[config.mk]
export PLATFORM = sky130hd
export DESIGN_NAME = lsr_top
export DESIGN_NICKNAME = d
export VERILOG_FILES = /design/src/logic/lsr_pkg.sv /design/src/logic/lsr_top.sv /design/src/logic/lsr_sync_detect.sv /design/src/logic/lsr_inact_timer.sv
export SDC_FILE = /design/constraint.sdc
export NUM_CORES = 1
export LEC_CHECK = 0
export BUFFER_PORTS_ARGS = -buffer_cell sky130_fd_sc_hd__buf_4
export CORE_ASPECT_RATIO = 0.6
export CORE_MARGIN = 10
export CORE_UTILIZATION = 27
export CTS_BUF_LIST = sky130_fd_sc_hd__clkbuf_8
export DETAILED_ROUTE_END_ITERATION = 6
export MAX_ROUTING_LAYER = met4
export SETUP_SLACK_MARGIN = 0.2
export SYNTH_ARGS = -nofsm -noshare
export SYNTH_HDL_FRONTEND = slang
export SYNTH_HIERARCHICAL = 1
export SYNTH_SLANG_ARGS = --single-unit
[constraint.sdc]
create_clock -name pclk -period 5.55 [get_ports pclk]
set_input_delay 0.555 -clock pclk [delete_from_list [all_inputs] [get_ports pclk]]
set_output_delay 0.555 -clock pclk [all_outputs]
set_load 0.03 [all_outputs]
[src/logic/lsr_pkg.sv]
// constants, field layout and state codes of the lin slave receive unit
// How it works
// RQ1: sync strobe on stop-bit rising edge, baud updated
// RQ2: slow mode to 30k, fast mode per divider
// RQ3: inactivity over 4 s raises timeout flag
// RQ4: timer restarts on any edge, counts until expiry
// RQ5: timeout_counter_enable clear switches timer off
// RQ6: new break plus sync aborts any transaction
// RQ7: byte is start, eight data, stop
// RQ8: align on start fall, sample mid-bit
// RQ9: transmitter compares read-back with each sent bit
// RQ10: sync loads baud, enables, idles receiver
// RQ11: sync sets sticky sync_detected until cleared
// RQ12: sync during reception discards partial byte
// RQ13: enabled idle receiver starts on falling edge
// RQ14: receiver goes inactive at stop-bit middle
// RQ15: good stop stores byte, else overflow flag
// RQ16: low stop stores nothing, disables receiver
// RQ17: after a byte receiver stays enabled, idle
// RQ18: stop_receiver strobe clears enable and active
// RQ19: next sync re-enables a stopped receiver
// RQ20: transmit write disables receiver, starts transmitter; with the receiver active the code sets the error flag instead
// RQ21: receiver_full_disable keeps receiver off despite sync
// RQ22: software disables receiver and timer before clock changes
// RQ23: sync during transmit stops the transmitter
// RQ24: software leaves baud alone unless fully disabled
// RQ25: bit period timed from sync field edges
package lsr_pkg;
  // ****************************************
  // clock and timing
  // ****************************************
  localparam int unsigned CLK_HZ = 100_000_000;
  localparam int unsigned INACT_TIME_MS = 4000;
  // one more than the limit, so expiry means strictly more than the time
  localparam int unsigned INACT_CYCLES = CLK_HZ / 1000 * INACT_TIME_MS + 1;
  localparam int unsigned INACT_W = 29;
  localparam int unsigned CNT_W = 20;
  localparam logic [CNT_W-1:0] CNT_MAX = 20'hFFFFF;
  localparam logic [CNT_W-1:0] SYNC_MIN = 20'h00010;
  localparam logic [1:0] SLOW_PRE = 2'h3;
  // ****************************************
  // register map
  // ****************************************
  localparam logic [11:0] ADDR_CFG = 12'h000;
  localparam logic [11:0] ADDR_STAT = 12'h004;
  localparam logic [11:0] ADDR_DATA = 12'h008;
  localparam logic [11:0] ADDR_BAUD = 12'h00C;
  localparam int unsigned CFG_STOP = 0;
  localparam int unsigned CFG_FDIS = 1;
  localparam int unsigned CFG_TOEN = 2;
  localparam int unsigned CFG_FAST = 3;
  localparam int unsigned CFG_DIV = 4;
  localparam int unsigned CFG_RECEIVER_ENABLE = 6;
  localparam int unsigned CFG_RXACT = 7;
  localparam int unsigned CFG_TXACT = 8;
  localparam int unsigned ST_SYNC = 0;
  localparam int unsigned ST_FULL = 1;
  localparam int unsigned ST_OVF = 2;
  localparam int unsigned ST_INACT = 3;
  localparam int unsigned ST_TXEMPTY = 4;
  localparam int unsigned ST_ERR = 5;
  localparam logic RST_FDIS = 1'b0;
  localparam logic RST_TOEN = 1'b0;
  localparam logic RST_RECEIVER_ENABLE = 1'b1;
  localparam logic [3:0] STOP_BIT = 4'h8;
  localparam logic [3:0] TX_LAST = 4'h9;
  localparam logic [2:0] SYNC_FALLS = 3'h4;
  typedef enum logic [1:0] {
    LSR_R_CFG = 2'b00, LSR_R_STAT = 2'b01, LSR_R_DATA = 2'b10, LSR_R_BAUD = 2'b11
  } lsr_reg_e;
  typedef enum logic [2:0] {
    LSR_SD_IDLE = 3'b000, LSR_SD_BRK = 3'b001, LSR_SD_DEL = 3'b010,
    LSR_SD_SYN = 3'b011, LSR_SD_STP = 3'b100
  } lsr_sd_e;
endpackage

[src/logic/lsr_top.sv]
// lin slave unit: apb registers, receiver, transmitter and glue
//
// Added by the designer: the address map and the APB slave port.
`timescale 1ns/1ps
module lsr_top #(
  parameter logic [28:0] INACT_TICKS = 29'(lsr_pkg::INACT_CYCLES)
) (
  input wire logic pclk,
  input wire logic presetn,
  input wire logic psel,
  input wire logic penable,
  input wire logic pwrite,
  input wire logic [11:0] paddr,
  input wire logic [31:0] pwdata,
  output logic [31:0] prdata,
  output logic pready,
  output logic pslverr,
  input wire logic rxd,
  output logic txd
);
  typedef struct packed {
    logic [2:0] rxd_s;
    logic [2:0] div_cnt;
    logic [1:0] pre_cnt;
    logic [1:0] clk_div;
    logic fast;
    logic full_dis;
    logic to_en;
    logic rx_en;
    logic rx_act;
    logic [19:0] rx_cnt;
    logic [3:0] rx_bit;
    logic [7:0] rx_sh;
    logic [7:0] rx_buf;
    logic f_sync;
    logic f_full;
    logic f_ovf;
    logic f_inact;
    logic f_err;
    logic tx_act;
    logic [9:0] tx_sh;
    logic [3:0] tx_bit;
    logic [19:0] tx_cnt;
    logic txd;
    logic [19:0] baud;
    logic [31:0] prdata;
  } lsr_top_s;

  lsr_top_s q;
  lsr_top_s d;
  logic rxd_now;
  logic rxd_fall;
  logic rxd_rise;
  logic tick_sys;
  logic tick;
  logic sync_stb;
  logic [19:0] bit_per;
  logic expired;
  logic setup_rd;
  logic acc;
  logic wr;
  logic rd;
  logic mapped;
  lsr_pkg::lsr_reg_e sel;
  logic [2:0] div_mask;
  logic [19:0] half;

  // ****************************************
  // address decode
  // ****************************************
  function automatic logic reg_hit(input logic [11:0] a);
    reg_hit = (a == lsr_pkg::ADDR_CFG) || (a == lsr_pkg::ADDR_STAT) ||
              (a == lsr_pkg::ADDR_DATA) || (a == lsr_pkg::ADDR_BAUD);
  endfunction

  function automatic lsr_pkg::lsr_reg_e reg_of(input logic [11:0] a);
    reg_of = lsr_pkg::lsr_reg_e'(a[3:2]);
  endfunction

  assign mapped = reg_hit(paddr);
  assign sel = reg_of(paddr);
  assign acc = psel && penable && mapped;
  assign wr = acc && pwrite;
  assign rd = acc && !pwrite;
  assign setup_rd = psel && !penable && !pwrite;
  // zero wait states: read data is captured in the setup cycle
  assign pready = 1'b1;
  assign pslverr = psel && penable && !mapped;
  assign prdata = q.prdata;
  assign txd = q.txd;

  // ****************************************
  // line sampling and rate enables
  // ****************************************
  // first flop rxd_s[0] only feeds rxd_s[1]; rxd_s[2] is the previous level
  assign rxd_now = q.rxd_s[1];
  assign rxd_fall = q.rxd_s[2] && !q.rxd_s[1];
  assign rxd_rise = !q.rxd_s[2] && q.rxd_s[1];
  assign div_mask = 3'((4'h1 << q.clk_div) - 4'h1);
  assign tick_sys = (q.div_cnt & div_mask) == div_mask;
  // slow mode takes every fourth divided cycle: coarser timing, less toggling
  assign tick = tick_sys && (q.fast || q.pre_cnt == lsr_pkg::SLOW_PRE); // RQ2
  assign half = {1'b0, q.baud[19:1]};

  lsr_sync_detect u_sync (
    .pclk(pclk),
    .presetn(presetn),
    .tick(tick),
    .rxd_fall(rxd_fall),
    .rxd_rise(rxd_rise),
    .sync_stb(sync_stb),
    .bit_per(bit_per)
  );

  lsr_inact_timer #(
    .LIMIT(INACT_TICKS)
  ) u_inact (
    .pclk(pclk),
    .presetn(presetn),
    .tick(tick_sys),
    .enable(q.to_en),
    .rxd_edge(rxd_fall || rxd_rise),
    .expired(expired)
  );

  // ****************************************
  // next state
  // ****************************************
  always_comb begin
    d = q;
    d.rxd_s = {q.rxd_s[1:0], rxd};
    d.div_cnt = q.div_cnt + 3'h1;
    if (tick_sys) d.pre_cnt = q.pre_cnt + 2'h1;

    // bus reads and their side effects
    if (setup_rd) begin
      unique case (reg_of(paddr))
        lsr_pkg::LSR_R_CFG: begin
          d.prdata = '0;
          d.prdata[lsr_pkg::CFG_FDIS] = q.full_dis;
          d.prdata[lsr_pkg::CFG_TOEN] = q.to_en;
          d.prdata[lsr_pkg::CFG_FAST] = q.fast;
          d.prdata[lsr_pkg::CFG_DIV +: 2] = q.clk_div;
          d.prdata[lsr_pkg::CFG_RECEIVER_ENABLE] = q.rx_en;
          d.prdata[lsr_pkg::CFG_RXACT] = q.rx_act;
          d.prdata[lsr_pkg::CFG_TXACT] = q.tx_act;
        end
        lsr_pkg::LSR_R_STAT: begin
          d.prdata = '0;
          d.prdata[lsr_pkg::ST_SYNC] = q.f_sync;
          d.prdata[lsr_pkg::ST_FULL] = q.f_full;
          d.prdata[lsr_pkg::ST_OVF] = q.f_ovf;
          d.prdata[lsr_pkg::ST_INACT] = q.f_inact;
          d.prdata[lsr_pkg::ST_TXEMPTY] = !q.tx_act;
          d.prdata[lsr_pkg::ST_ERR] = q.f_err;
        end
        lsr_pkg::LSR_R_DATA: d.prdata = {24'h0, q.rx_buf};
        lsr_pkg::LSR_R_BAUD: d.prdata = {12'h0, q.baud};
      endcase
      if (!mapped) d.prdata = '0;
    end
    if (rd && sel == lsr_pkg::LSR_R_DATA) d.f_full = 1'b0;

    // bus writes; flag clears come before hardware sets so a set wins
    if (wr) begin
      unique case (sel)
        lsr_pkg::LSR_R_CFG: begin
          d.full_dis = pwdata[lsr_pkg::CFG_FDIS];
          d.to_en = pwdata[lsr_pkg::CFG_TOEN]; // RQ5
          d.fast = pwdata[lsr_pkg::CFG_FAST];
          d.clk_div = pwdata[lsr_pkg::CFG_DIV +: 2];
          if (pwdata[lsr_pkg::CFG_STOP]) begin // RQ18
            d.rx_en = 1'b0;
            d.rx_act = 1'b0;
            d.rx_bit = '0;
            d.rx_cnt = '0;
          end
        end
        lsr_pkg::LSR_R_STAT: begin
          if (pwdata[lsr_pkg::ST_SYNC]) d.f_sync = 1'b0;
          if (pwdata[lsr_pkg::ST_OVF]) d.f_ovf = 1'b0;
          if (pwdata[lsr_pkg::ST_INACT]) d.f_inact = 1'b0;
          if (pwdata[lsr_pkg::ST_ERR]) d.f_err = 1'b0;
        end
        lsr_pkg::LSR_R_DATA: begin
          // no transmit buffer: a write during a transmission is dropped
          if (!q.tx_act) begin // RQ20
            d.tx_act = 1'b1;
            d.tx_sh = {pwdata[7:0], 1'b0, 1'b1}; // RQ7
            d.tx_bit = '0;
            d.tx_cnt = q.baud - 20'h1;
            d.rx_en = 1'b0;
            d.rx_act = 1'b0;
            if (q.rx_act) begin
              d.tx_act = 1'b0;
              d.f_err = 1'b1;
            end
          end
        end
        lsr_pkg::LSR_R_BAUD: begin
          if (q.full_dis) d.baud = pwdata[19:0]; // RQ24
        end
      endcase
    end

    // ****************************************
    // receiver
    // ****************************************
    if (q.rx_en && !q.rx_act && rxd_fall) begin // RQ13
      d.rx_act = 1'b1;
      d.rx_bit = '0;
      d.rx_cnt = q.baud + half - 20'h1; // RQ8
    end else if (q.rx_act && tick) begin
      if (q.rx_cnt != '0) begin
        d.rx_cnt = q.rx_cnt - 20'h1;
      end else if (q.rx_bit == lsr_pkg::STOP_BIT) begin
        d.rx_act = 1'b0; // RQ14
        if (rxd_now) begin
          if (!q.f_full || (rd && sel == lsr_pkg::LSR_R_DATA)) begin // RQ15
            d.rx_buf = q.rx_sh;
            d.f_full = 1'b1;
          end else begin
            d.f_ovf = 1'b1;
          end
        end else begin
          d.rx_en = 1'b0; // RQ16
        end
      end else begin
        d.rx_sh = {rxd_now, q.rx_sh[7:1]}; // RQ8
        d.rx_bit = q.rx_bit + 4'h1;
        d.rx_cnt = q.baud - 20'h1;
      end
    end

    // ****************************************
    // transmitter
    // ****************************************
    if (q.tx_act && tick) begin
      if (q.tx_cnt != '0) begin
        d.tx_cnt = q.tx_cnt - 20'h1;
      end else if (rxd_now != q.tx_sh[0]) begin // RQ9
        d.tx_act = 1'b0;
        d.f_err = 1'b1;
      end else if (q.tx_bit == lsr_pkg::TX_LAST) begin
        d.tx_act = 1'b0;
      end else begin
        d.tx_sh = {1'b1, q.tx_sh[9:1]};
        d.tx_bit = q.tx_bit + 4'h1;
        d.tx_cnt = q.baud - 20'h1;
      end
    end

    // ****************************************
    // hardware events with final say
    // ****************************************
    if (expired) d.f_inact = 1'b1; // RQ3
    if (sync_stb) begin // RQ6
      d.baud = bit_per; // RQ10
      d.rx_en = !q.full_dis; // RQ19
      d.rx_act = 1'b0; // RQ12
      d.rx_bit = '0;
      d.rx_cnt = '0;
      d.f_sync = 1'b1; // RQ11
      d.tx_act = 1'b0; // RQ23
    end
    if (d.full_dis) begin // RQ21
      d.rx_en = 1'b0;
      d.rx_act = 1'b0;
    end
    d.txd = d.tx_act ? d.tx_sh[0] : 1'b1;
  end

  always_ff @(posedge pclk or negedge presetn) begin
    if (!presetn) begin
      q <= '0;
      q.rxd_s <= 3'h7;
      q.full_dis <= lsr_pkg::RST_FDIS;
      q.to_en <= lsr_pkg::RST_TOEN;
      q.rx_en <= lsr_pkg::RST_RECEIVER_ENABLE;
      q.fast <= 1'b1;
      q.baud <= 20'h00010;
      q.txd <= 1'b1;
    end else begin
      q <= d;
    end
  end

  // ****************************************
  // checks
  // ****************************************
  sync_enables_a: assert property (@(posedge pclk) disable iff (!presetn) // RQ10
    sync_stb && !q.full_dis && !(wr && sel == lsr_pkg::LSR_R_CFG)
    |=> q.rx_en && !q.rx_act && q.baud == $past(bit_per))
    else $error("sync did not enable idle receiver");
  sync_flag_a: assert property (@(posedge pclk) disable iff (!presetn) // RQ11
    sync_stb |=> q.f_sync ##1 (q.f_sync || $past(wr && sel == lsr_pkg::LSR_R_STAT)))
    else $error("sync flag not sticky");
  stop_rx_a: assert property (@(posedge pclk) disable iff (!presetn) // RQ18
    wr && sel == lsr_pkg::LSR_R_CFG && pwdata[lsr_pkg::CFG_STOP] && !sync_stb
    |=> !q.rx_en && !q.rx_act)
    else $error("stop strobe left receiver on");
  tx_start_a: assert property (@(posedge pclk) disable iff (!presetn) // RQ20
    wr && sel == lsr_pkg::LSR_R_DATA && !q.tx_act && !q.rx_act && !sync_stb
    |=> q.tx_act && !q.rx_en && q.txd)
    else $error("transmit write did not swap direction");
  tx_stop_sync_a: assert property (@(posedge pclk) disable iff (!presetn) // RQ23
    sync_stb |=> !q.tx_act && q.txd)
    else $error("sync did not stop transmitter");
  rx_start_a: assert property (@(posedge pclk) disable iff (!presetn) // RQ13
    $rose(q.rx_act) |-> $past(rxd_fall) && $past(q.rx_en))
    else $error("receiver started without falling edge");
  overflow_a: assert property (@(posedge pclk) disable iff (!presetn) // RQ15
    q.rx_act && tick && q.rx_cnt == '0 && q.rx_bit == lsr_pkg::STOP_BIT && rxd_now &&
    q.f_full && !rd && !sync_stb
    |=> q.f_ovf && q.rx_buf == $past(q.rx_buf))
    else $error("overflow not flagged or buffer overwritten");
  bad_stop_a: assert property (@(posedge pclk) disable iff (!presetn) // RQ16
    q.rx_act && tick && q.rx_cnt == '0 && q.rx_bit == lsr_pkg::STOP_BIT && !rxd_now &&
    !sync_stb
    |=> !q.rx_en && !q.rx_act && $stable(q.rx_buf))
    else $error("low stop bit not handled");
  stays_enabled_a: assert property (@(posedge pclk) disable iff (!presetn) // RQ17
    $fell(q.rx_act) && $past(rxd_now) && !$past(wr) && !$past(sync_stb) |-> q.rx_en)
    else $error("receiver disabled after good byte");
  full_dis_a: assert property (@(posedge pclk) disable iff (!presetn) // RQ21
    q.full_dis && sync_stb |=> !q.rx_en)
    else $error("full disable overridden by sync");
endmodule

[src/logic/lsr_sync_detect.sv]
// break plus sync field detector with bit period measurement
`timescale 1ns/1ps
module lsr_sync_detect (
  input wire logic pclk,
  input wire logic presetn,
  input wire logic tick,
  input wire logic rxd_fall,
  input wire logic rxd_rise,
  output logic sync_stb,
  output logic [19:0] bit_per
);
  typedef struct packed {
    lsr_pkg::lsr_sd_e st;
    logic [19:0] cnt;
    logic [19:0] brk;
    logic [19:0] per;
    logic [2:0] nfall;
    logic stb;
    logic [19:0] low;
    logic lo;
  } lsr_sd_s;
  lsr_sd_s q;
  lsr_sd_s d;
  logic [21:0] need;

  // a break must last at least eleven bits: 8 bits plus 3/8 of them
  always_comb begin
    need = {2'h0, q.cnt} + {4'h0, q.cnt[19:2]} + {5'h0, q.cnt[19:3]};
    d = q;
    d.stb = 1'b0;
    // length of the present low, kept in every state so a long low can turn into a break
    if (rxd_fall) begin
      d.lo = 1'b1;
      d.low = '0;
    end else if (rxd_rise) begin
      d.lo = 1'b0;
    end else if (q.lo && tick && q.low != lsr_pkg::CNT_MAX) begin
      d.low = q.low + 20'h1;
    end
    unique case (q.st)
      lsr_pkg::LSR_SD_IDLE: begin
        if (rxd_fall) begin
          d.st = lsr_pkg::LSR_SD_BRK;
          d.cnt = '0;
        end
      end
      lsr_pkg::LSR_SD_BRK: begin
        if (tick && q.cnt != lsr_pkg::CNT_MAX) d.cnt = q.cnt + 20'h1;
        if (rxd_rise) begin
          d.brk = q.cnt;
          d.st = lsr_pkg::LSR_SD_DEL;
        end
      end
      lsr_pkg::LSR_SD_DEL: begin
        if (rxd_fall) begin
          d.st = lsr_pkg::LSR_SD_SYN;
          // the tick of the start-fall cycle counts too, so eight bits give eight periods
          d.cnt = {19'h0, tick};
          d.nfall = 3'h1;
        end
      end
      lsr_pkg::LSR_SD_SYN: begin
        if (q.lo && q.low > {2'h0, q.brk[19:2]}) begin // RQ6
          // far too long a low for a sync bit: a break is under way, keep timing it
          d.st = lsr_pkg::LSR_SD_BRK;
          d.cnt = q.low;
          if (rxd_rise) begin
            d.st = lsr_pkg::LSR_SD_DEL;
            d.brk = q.low;
          end
        end else begin
          if (tick) begin
            if (q.cnt == lsr_pkg::CNT_MAX) d.st = lsr_pkg::LSR_SD_IDLE;
            else d.cnt = q.cnt + 20'h1;
          end
          // five falling edges of 0x55 span exactly eight bits
          if (rxd_fall) begin // RQ25
            if (q.nfall == lsr_pkg::SYNC_FALLS) begin
              if ({2'h0, q.brk} >= need && q.cnt >= lsr_pkg::SYNC_MIN) begin
                d.per = {3'h0, q.cnt[19:3]};
                d.st = lsr_pkg::LSR_SD_STP;
              end else begin
                // this fall may open a real break, so start timing it at once
                d.st = lsr_pkg::LSR_SD_BRK;
                d.cnt = '0;
              end
            end else begin
              d.nfall = q.nfall + 3'h1;
            end
          end
        end
      end
      lsr_pkg::LSR_SD_STP: begin
        if (rxd_rise) begin // RQ1
          d.stb = 1'b1;
          d.st = lsr_pkg::LSR_SD_IDLE;
        end else if (rxd_fall) begin
          d.st = lsr_pkg::LSR_SD_IDLE;
        end
      end
      default: d.st = lsr_pkg::LSR_SD_IDLE;
    endcase
  end

  always_ff @(posedge pclk or negedge presetn) begin
    if (!presetn) begin
      q <= '0;
    end else begin
      q <= d;
    end
  end

  assign sync_stb = q.stb;
  assign bit_per = q.per;

  stb_after_rise_a: assert property (@(posedge pclk) disable iff (!presetn) // RQ1
    q.stb |-> $past(rxd_rise) && $past(q.st) == lsr_pkg::LSR_SD_STP)
    else $error("sync strobe without stop-bit rising edge");
  per_nonzero_a: assert property (@(posedge pclk) disable iff (!presetn) // RQ25
    q.stb |-> q.per >= 20'h2)
    else $error("sync strobe with too short a bit period");
endmodule

[src/logic/lsr_inact_timer.sv]
// bus inactivity timer
`timescale 1ns/1ps
module lsr_inact_timer #(
  parameter logic [28:0] LIMIT = 29'(lsr_pkg::INACT_CYCLES)
) (
  input wire logic pclk,
  input wire logic presetn,
  input wire logic tick,
  input wire logic enable,
  input wire logic rxd_edge,
  output logic expired
);
  typedef struct packed {
    logic [28:0] cnt;
    logic hit;
  } lsr_it_s;
  lsr_it_s q;
  lsr_it_s d;

  always_comb begin
    d = q;
    d.hit = 1'b0;
    if (!enable) begin // RQ5
      d.cnt = '0;
    end else if (rxd_edge) begin // RQ4
      d.cnt = '0;
    end else if (tick && q.cnt != LIMIT) begin // RQ4
      d.cnt = q.cnt + 29'h1;
      d.hit = (q.cnt == LIMIT - 29'h1); // RQ3
    end
  end

  always_ff @(posedge pclk or negedge presetn) begin
    if (!presetn) begin
      q <= '0;
    end else begin
      q <= d;
    end
  end

  assign expired = q.hit;

  edge_restart_a: assert property (@(posedge pclk) disable iff (!presetn) // RQ4
    rxd_edge |=> q.cnt == '0)
    else $error("timer not restarted by bus edge");
  expire_once_a: assert property (@(posedge pclk) disable iff (!presetn) // RQ3
    q.hit |-> q.cnt == LIMIT && $past(q.cnt) == LIMIT - 29'h1)
    else $error("timeout raised at wrong count");
  off_clears_a: assert property (@(posedge pclk) disable iff (!presetn) // RQ5
    !enable |=> q.cnt == '0 && !q.hit)
    else $error("disabled timer still counting");
endmodule

# ---- Yosys cells after proc, flatten, opt, wreduce, memory -nomap -nowiden
# Index checks and enable logic that the tools add are counted.
dict set report classes {
  add_sub_neg 16
  n_eq_ne 33
  bitwise_logic 5
  order_cmp 3
  shift 1
  n_reduce_logical 66
  muxes 95
}
# op n
set ops {}
lappend ops {{20-bit 2-to-1 mux} 15}
lappend ops {{23-bit 2-to-1 mux} 6}
lappend ops {{32-bit case mux with 4 select lines} 1}
lappend ops {{20-bit case mux with 4 select lines} 1}
lappend ops {{20-bit by 1-bit subtractor with 20-bit output, second input constant} 4}
lappend ops {{36-bit 2-to-1 mux} 2}
lappend ops {{34-bit 2-to-1 mux} 2}
lappend ops {{32-bit 2-to-1 mux} 2}
lappend ops {{29-bit 2-to-1 mux} 2}
lappend ops {{26-bit 2-to-1 mux} 2}
lappend ops {{42-bit 2-to-1 mux} 1}
lappend ops {{20-bit by 1-bit adder with 20-bit output, second input constant} 2}
lappend ops {{20-bit inequality test, second input constant} 2}
lappend ops {{20-bit case mux with 2 select lines} 1}
lappend ops {{20-bit nonzero test} 2}
lappend ops {{38-bit 2-to-1 mux} 1}
lappend ops {{35-bit 2-to-1 mux} 1}
lappend ops {{30-bit 2-to-1 mux} 1}
lappend ops {{29-bit by 1-bit adder with 29-bit output, second input constant} 1}
lappend ops {{29-bit equality test, second input constant} 1}
lappend ops {{29-bit inequality test, second input constant} 1}
lappend ops {{28-bit 2-to-1 mux} 1}
lappend ops {{3-bit 2-to-1 mux} 9}
lappend ops {{2-bit 2-to-1 mux} 13}
lappend ops {{other kinds (51)} 145}
dict set report word_totals {
  output_inout_bits 35
  inputBits 50
  regBits 263
  word_cells 254
}

# ---- Depth between registers and ports, before layout
# Gate-level depths: netlist (run 1).
dict set report depth {
  word_depth 16
  mapped_depth 24
  ltp_nobuf 23
}

# ---- Cells and area by module
# Netlist (run 1), hierarchy kept.
# mod cells_per_inst area_per_inst_um2 n_inst seq_area_each_um2
set by_module_without_submodules {}
lappend by_module_without_submodules {lsr_top 1021 9039.9 1 3412.0}
lappend by_module_without_submodules {lsr_sync_detect 762 6874.1 1 2127.0}
lappend by_module_without_submodules {lsr_inact_timer 167 1617.8 1 750.7}

# ---- Worst setup path after synthesis (run 1)
# No wires, ideal clock.
dict set report synth_path {
  path_type {register to register}
  from {register u_sync/q[69] (netlist bit)}
  to {register u_sync.q (netlist bit u_sync/bit_per[10])}
  slack_ps 456
  arrival_time_ps 4969
  synth_period_minus_slack_ps 5094
  t_required_ps 5425
  n_path_buf 1
  setup_ps 125
  path_stages_with_launch 24
  cell_sequence {dfrtp_1 inv_1 fa_1 inv_1 ha_1 inv_1 fa_1 nor2b_1 o211ai_1 a21boi_0 o21a_1 a21oi_1 a21oi_1 a21oi_1 xor2_1 ha_1 nand2_1 nor4_1 a2111oi_0 a311o_2 nor2_8 o2111ai_4 buf_6 mux2_4}
}
dict set report synth_between {
  elab_chain_len 5
  elab_cells_between_ends 6
  cone_classes {add/sub (2); order compare (2); reduce/logical (2)}
}
# element line_no
set synth_lines {}
lappend synth_lines {{from (decl)} lsr_sync_detect.sv:22} ;# lsr_sd_s q;
lappend synth_lines {{from (signal assigned)} lsr_sync_detect.sv:107} ;# q <= '0;
lappend synth_lines {{from (signal assigned)} lsr_sync_detect.sv:109} ;# q <= d;
lappend synth_lines {{20-bit by 18-bit adder with 21-bit output} lsr_sync_detect.sv:28} ;# need = {2'h0, q.cnt} + {4'h0, q.cnt[19:2]} + {5'h0, q.cnt[19:3]};
lappend synth_lines {{22-bit by 17-bit adder with 22-bit output} lsr_sync_detect.sv:28}
lappend synth_lines {{20-bit by 22-bit >= comparator with 1-bit output} lsr_sync_detect.sv:79} ;# if ({2'h0, q.brk} >= need && q.cnt >= lsr_pkg::SYNC_MIN) begin
lappend synth_lines {{1-bit logical AND *} lsr_sync_detect.sv:79}
lappend synth_lines {{5-bit AND reduction (no source line) *} --}
# Every way passes the cells marked *; elsewhere a longest branch is shown, timed or not.
# A chain may end at the register's enable or synchronous reset.

# ---- Final worst setup path (run 1)
dict set report layout_path {
  from {register u_sync/q[68] (netlist bit)}
  to {register u_sync.q (netlist bit u_sync/bit_per[10])}
}
# The elaborated chain is that of the path after synthesis.

==> metrics.txt, run 1 <==
Main synth FF type dfrtp_1; CP Class reg -> reg; Worst setup EP type flop; Yosys top cell area share 34.8%; Die H 217 um; vias per cell 5.27; cts bufs inserted 40; clk sinks 251; # rows 72; Setup crit start kind flop; Seq/Total Area, Yosys 35.9%; MaxCap Viol Count 0; headroom to the max-slew limit 33.3%; initial drt markers 1692; syn avg cell area 8.99 sq um; DRC 4; root buffer cell clkbuf_8; Synth Warn # 6; PortBufs 59; vias in the first global route 14600; Core Box Area 64300 sq um; Remaining Overflow, GRT 0; setup violators final 0; Syn Inst Count 1950; Worst VDD drop 0.161 mV; CP bufs+invs 6; DP Cell Count 2803; HP Class in -> async; nets 2191; clk_lat worst skew 580 ps; cell family with most CP delay compound AO/OA/AOI/OAI gates; top post-synthesis cells by count dfrtp_1, nand2_1, nor2_1; ys async rst share 100%; Worst-path clk slew 70 ps; crit-path max FO 7; area leader, netlist dfrtp_1; non-filler cells, final 2883; status finished with violations; Leak Pwr 0.00888 uW; GRT Overall Usage 14.6%; FF+latch count, synth 251; DR vias 15200; io pins 85; Final GP Congestion 0.926; count leader, synth dfrtp_1; CP max-delay cell fa_1; most used cell, CP buf_4; Initial Util 27.3%; DP HPWL 41500 um; final core utilization 31.1%; fraction of final layout cells sized beyond drive strength 1 15.3%; Clock Skews 26.9 ps; first-pass GRT wire length 86700 um; R2R Path Start u_sync/q[68]; CP Launch Point u_sync/q[68]; Max clock buf depth 3; ranking of synthesized cells by area dfrtp_1, ha_1, nand2_1; Pwr Density 257 nW/um^2; critical path required time 6010 ps; library cells used by synthesis 100; total wire length 55200 um; hold slack -18.1 ps; Hold Fails Final Rpt 1; drt pass-1 iters 7; Final Max Slew Viols 0; initial antenna violation count 3; cell area after synthesis 17500 sq um; H-tree levels 2; wire per inst 19.1 um; layout overhead on the synthesized area 14.0%; worst-path cell chain buf_6, fa_1, ha_1, buf_4, o211ai_1, o211ai_1, buf_4, nand2_2, o21a_1, o21ai_2, a21o_1, a21oi_2, xor2_1, ha_1, nand2_2, nor4_4, buf_4, o2111ai_4, a311o_2, buf_12, nor2_8, o2111ai_4, clkbuf_16, mux2_4; slew of the pin with the lowest slew margin 1000 ps; failing checks DRC, hold timing; Die X 349 um; largest net degree at the start of global routing 162; CTS tree yes; fin crit share 94.5%; Die ar. 75900 sq um; Fmax 191 MHz; Final Critical Period 5240 ps; CP arrival 5700 ps; post-route antenna net violation count 0; number of synthesized flops with an enable pin 0; RSZ-0062 raised after global routing yes; biggest cell delay along the critical path 470 ps
-- final cells by class --
cell class                 count  area, sq um
fill                        6717        44300
multi-input combinational   1458        10300
sequential                   251         6290
tap                          851         1060
timing repair buffer         127         1030
clock buffer                  51          702
inverter                     124          465
clock inverter                18          135
antenna                        3         7.51
-- state kept, by name (all words and copies together), names as in the netlist --
register         count
u_inact/expired      1
u_sync/bit_per      17
u_inact/q           29
txd                  1
q                   94
d                    2
half                19
prdata              20
u_sync/q            67
u_sync/sync_stb      1
-- per-layer routing --
layer | routed length, um | global-route usage [%] | up-vias
met2 | 20800 | 18.5 | 621
li1 | - | - | 7011
met1 | 28800 | 23.0 | 7502
met4 | 538 | 1.98 | 0
met3 | 5080 | 3.26 | 47
met5 | 0 | - | -
-- where the power goes --
| part | internal, uW | switching, uW |
|---|---|---|
| clock network | 921 | 821 |
| registers | 1900 | 93.5 |
| logic | 496 | 909 |
-- cell usage in the layout (no fill, tap or decap), types with 44 or more instances in the layout --
cell type	count
buf_4	119
clkbuf_8	51
a21oi_1	110
mux2i_1	44
ha_1	115
xor2_1	57
dfrtp_1	242
nand2_1	201
xnor2_1	56
inv_1	128
o21ai_0	115
nand3_1	58
nor2_1	158
-- timing repair --
action / 4_1_cts / 5_1_grt
pin swaps: 2 / 20
hold buffers: 0 / 0
resized for setup: 7 / 40
endpoints found under the setup margin: 36 / 34
gates cloned: 0 / 1
buffers inserted: 1 / 6
-- final timing paths --
| kind | cells past startpoint | end | slack, ps |
|---|---|---|---|
| min in group pclk | 1 | d[146] | 90 |
| setup reg to reg | 24 | u_sync/bit_per[10] | 310 |
| setup / recovery | 24 | u_sync/bit_per[10] | 310 |
| hold reg to reg | 0 | d[147] | 360 |
| hold / removal | 1 | half[17] | -20 |
| max in group asynchronous | 2 | q[89] | 4120 |
-- metrics by stage --
stage               setup WS (ps)  total power (uW)  hold slack, ps  cell area [sq um]  setup TNS (ps)
floorplan                     456              2770             259              17600               0
global placement            -35.7              3280             349              18900            -507
detailed placement          -83.3              3300             347              18900           -1260
CTS                           209              5080            3.32              19700               0
global route                  113              5390            20.8              20000               0
finish                        308              5140           -18.1              20000               0
-- cells by family (layout without fill, tap and decap cells) --
logic type               count (synthesis)  count (layout)  synth area share [%]
AO/OA/AOI/OAI                          469             469                  17.5
adder cells (fa/ha/maj)                139             139                  10.7
other                                    3              19                0.0642
XOR/XNOR                               113             113                  5.65
AND/OR/NAND/NOR                        645             645                  18.5
buffers and inverters                  254             320                  6.93
flip-flops                             251             251                  35.9
multiplexers                            76              76                  4.76
Note: power is estimated with default switching activity, not from simulation.
==> run 2, diff against run 1 <==
--- a/config.mk
+++ b/config.mk
@@ -15,5 +15,4 @@
 export SETUP_SLACK_MARGIN = 0.2
 export SYNTH_ARGS = -nofsm -noshare
 export SYNTH_HDL_FRONTEND = slang
-export SYNTH_HIERARCHICAL = 1
 export SYNTH_SLANG_ARGS = --single-unit
==> constraint.sdc (replaced) <==
create_clock -name pclk -period 6.2 [get_ports pclk]
set_input_delay 0.62 -clock pclk [delete_from_list [all_inputs] [get_ports pclk]]
set_output_delay 0.62 -clock pclk [all_outputs]
set_load 0.03 [all_outputs]
==> metrics.txt, run 2 <==
switching share of power 35.6% (+0.11 points); Reg with most FFs q; number of synthesized flops with an enable pin 0 (unchanged); count leader, synth dfrtp_1; largest net degree at the start of global routing 167 (+3.1%); Worst-path clk slew 70 ps (about the same); most frequent cells in the layout dfrtp_1, nand2_1, nor2_1; total wire length 55600 um (+0.76%); top layer in use met4; Initial Util 27.3% (+0.032 points); Leak Pwr 0.00928 uW (+4.5%); proportion of power drawn by combinational gates 27.2% (-0.2 points); Worst setup EP type flop; HP Class in -> async; Seq pwr share 40.2% (+1.5 points); n_diodes 0 (-3); clk_lat worst skew 590 ps (about the same); FF+latch count, synth 251 (unchanged); total power 4760 uW (-7.2%); setup violators final 0 (unchanged); slew of the pin with the lowest slew margin 1140 ps (+142 ps); Seq/Total Area, Yosys 35.7% (-0.14 points); commonest non-fill, non-tap cell in the layout dfrtp_1; cell family with most CP delay compound AO/OA/AOI/OAI gates; DP HPWL 42000 um (+1.2%); met2 WL 21200 um (+1.6%); top post-synthesis cells by count dfrtp_1, nand2_1, nor2_1; Die X 350 um (+0.19%); layout overhead on the synthesized area 15.5%; initial antenna violation count 0 (-3); first-pass GRT wire length 86700 um (+0.10%); Main synth FF type dfrtp_1; ys async rst share 100% (unchanged); max FFs per register 94 (unchanged); most used cell, CP buf_4; PortBufs 59 (unchanged); vias in the first global route 15000 (+2.3%); # rows 72 (unchanged); GRT Overall Usage 14.5% (-0.065 points); biggest cell delay along the critical path 460 ps (about the same); io pins 85 (unchanged); CP Launch Point u_sync.q[68]; root buffer cell clkbuf_8; Yosys top cell area share 34.7% (-0.14 points); Hold Fails Final Rpt 0 (-1); syn avg cell area 8.62 sq um (-4.2%); Worst VDD drop 0.131 mV (-18%); Final GP Congestion 0.928 (+0.19%); CP arrival 6310 ps (+610 ps); CTS tree yes; Syn Inst Count 2043 (+4.8%); library cells used by synthesis 81 (-19%); Pwr Density 234 nW/um^2 (-8.8%); Max clock buf depth 3 (unchanged); Synth Warn # 0 (-6); Top Registers q: 94 flops, u_sync.q: 67 flops, u_inact.q: 29 flops; wire per inst 18.5 um (-3.5%); Remaining Overflow, GRT 0 (unchanged); CP Class reg -> reg; RSZ-0062 raised after global routing yes; crit-path max FO 16 (+9); CP max-delay cell dfrtp_2; internal power 3070 uW (-7.4%); cts bufs inserted 41 (+2.5%); initial drt markers 1489 (-12%); Final Max Slew Viols 0 (unchanged); post-route antenna net violation count 0 (unchanged); Core Box Area 64500 sq um (+0.28%); vias per cell 5.23 (-0.58%); Die H 218 um (+0.18%); headroom to the max-slew limit 23.4% (-9.9 points); area leader, netlist dfrtp_1; routed wl met3 6050 um (+19%); fraction of final layout cells sized beyond drive strength 1 13.1% (-2.2 points); R2R Path Start u_sync.q[68]; status completed; critical path required time 6670 ps (+660 ps); CP bufs+invs 7 (+1); H-tree levels 2 (unchanged); Fmax 171 MHz (-10%); wl on met1 27800 um (-3.5%); clock power share 32.6% (-1.3 points); Final Critical Period 5840 ps (+602 ps); DR vias 15800 (+3.8%); DRC 0 (-4); TNS Setup 0 ps (unchanged); cell area after synthesis 17600 sq um (+0.40%); clk sinks 251 (unchanged); MaxCap Viol Count 0 (unchanged); Clock Skews 35.6 ps (+8.62 ps); nets 2313 (+5.6%); Sw Pwr 1700 uW (-6.9%); ranking of synthesized cells by area dfrtp_1, ha_1, nand2_1; Setup crit start kind flop; Die ar. 76100 sq um (+0.37%); fin crit share 94.3% (-0.20 points); drt pass-1 iters 6 (-1)
run 2: path summary, 6_finish.rpt:
path	slack (ps)	cells after the start	endpoint
setup / recovery	360	27	u_sync.q[77]
hold / removal	30	1	prdata[16]
setup reg to reg	360	27	u_sync.q[77]
hold reg to reg	360	0	d[147]
max in group asynchronous	4680	2	u_sync.q[67]
min in group pclk	180	1	d[146]
run 2: cells by family (layout without fill, tap and decap cells):
group	Yosys count	in the layout	synth area share (%)
DFF	251	251	35.7
other	2	13	0.0427
buffers and inverters	240	344	5.89
and+or+nand+nor	692	692	18.4
AOI/OAI and AO/OA	501	501	18.3
adders and majority gates	136	136	9.80
muxes	81	81	4.85
xor gates and xnor gates	140	140	6.97
run 2: repair_timing:
action / CTS / global route
resized for setup: 2 / 35
endpoints found under the setup margin: 14 / 38
buffers inserted: 0 / 4
pin swaps: 0 / 21
hold buffers: 0 / 0
run 2: worst register-to-register path, cell delays in order (launching register included):
cell      delay, ps
dfrtp_2         460
ha_4            260
a211oi_2        200
nor2_2          100
o41ai_4         410
a21oi_1         120
buf_4           180
xor2_1          150
ha_1            340
buf_4           150
a21o_1          170
a21o_1          190
a221o_1         390
buf_4           170
a311oi_2        330
nor2_1           90
xnor2_1         140
ha_1            320
buf_4           140
a211oi_2        240
a211oi_2        100
buf_4           150
o41ai_4          70
buf_4           190
a21oi_2          60
buf_12          150
a21o_1          160
a221o_1         330
run 2: through the flow:
stage	setup slack (ps)	utilization (%)	area, sq um	hold slack (ps)	cells
after floorplan	534	-	17600	324	2054
after global placement	172	29.9	19300	350	2931
after detailed placement	184	29.9	19300	352	2931
after CTS	221	31.2	20100	59.2	3005
after global routing	62.3	31.5	20300	50.3	3009
final	356	31.5	20300	30.0	3009
run 2: layout make-up:
type / count / area (sq um)
Multi-Input combinational cell: 1563 / 10500
Tap cell: 851 / 1060
Inverter: 124 / 465
Timing Repair Buffer: 146 / 1160
Clock inverter: 24 / 154
Fill cell: 6724 / 44200
Sequential cell: 251 / 6290
Clock buffer: 50 / 688
run 2: per-layer routing:
layer | vias up | track usage, %
met1 | 7643 | 22.2
li1 | 7406 | -
met5 | - | -
met3 | 69 | 4.46
met2 | 634 | 18.3
met4 | 0 | 2.13
run 2: power by group through the flow:
stage               sequential (uW)  clock (uW)  combinational [uW]
finish                         1920        1550                1290
global route                   1930        1670                1410
CTS                            1900        1590                1230
detailed placement             1930           0                1220
global placement               1920           0                1190
floorplan                      1880           0                 793
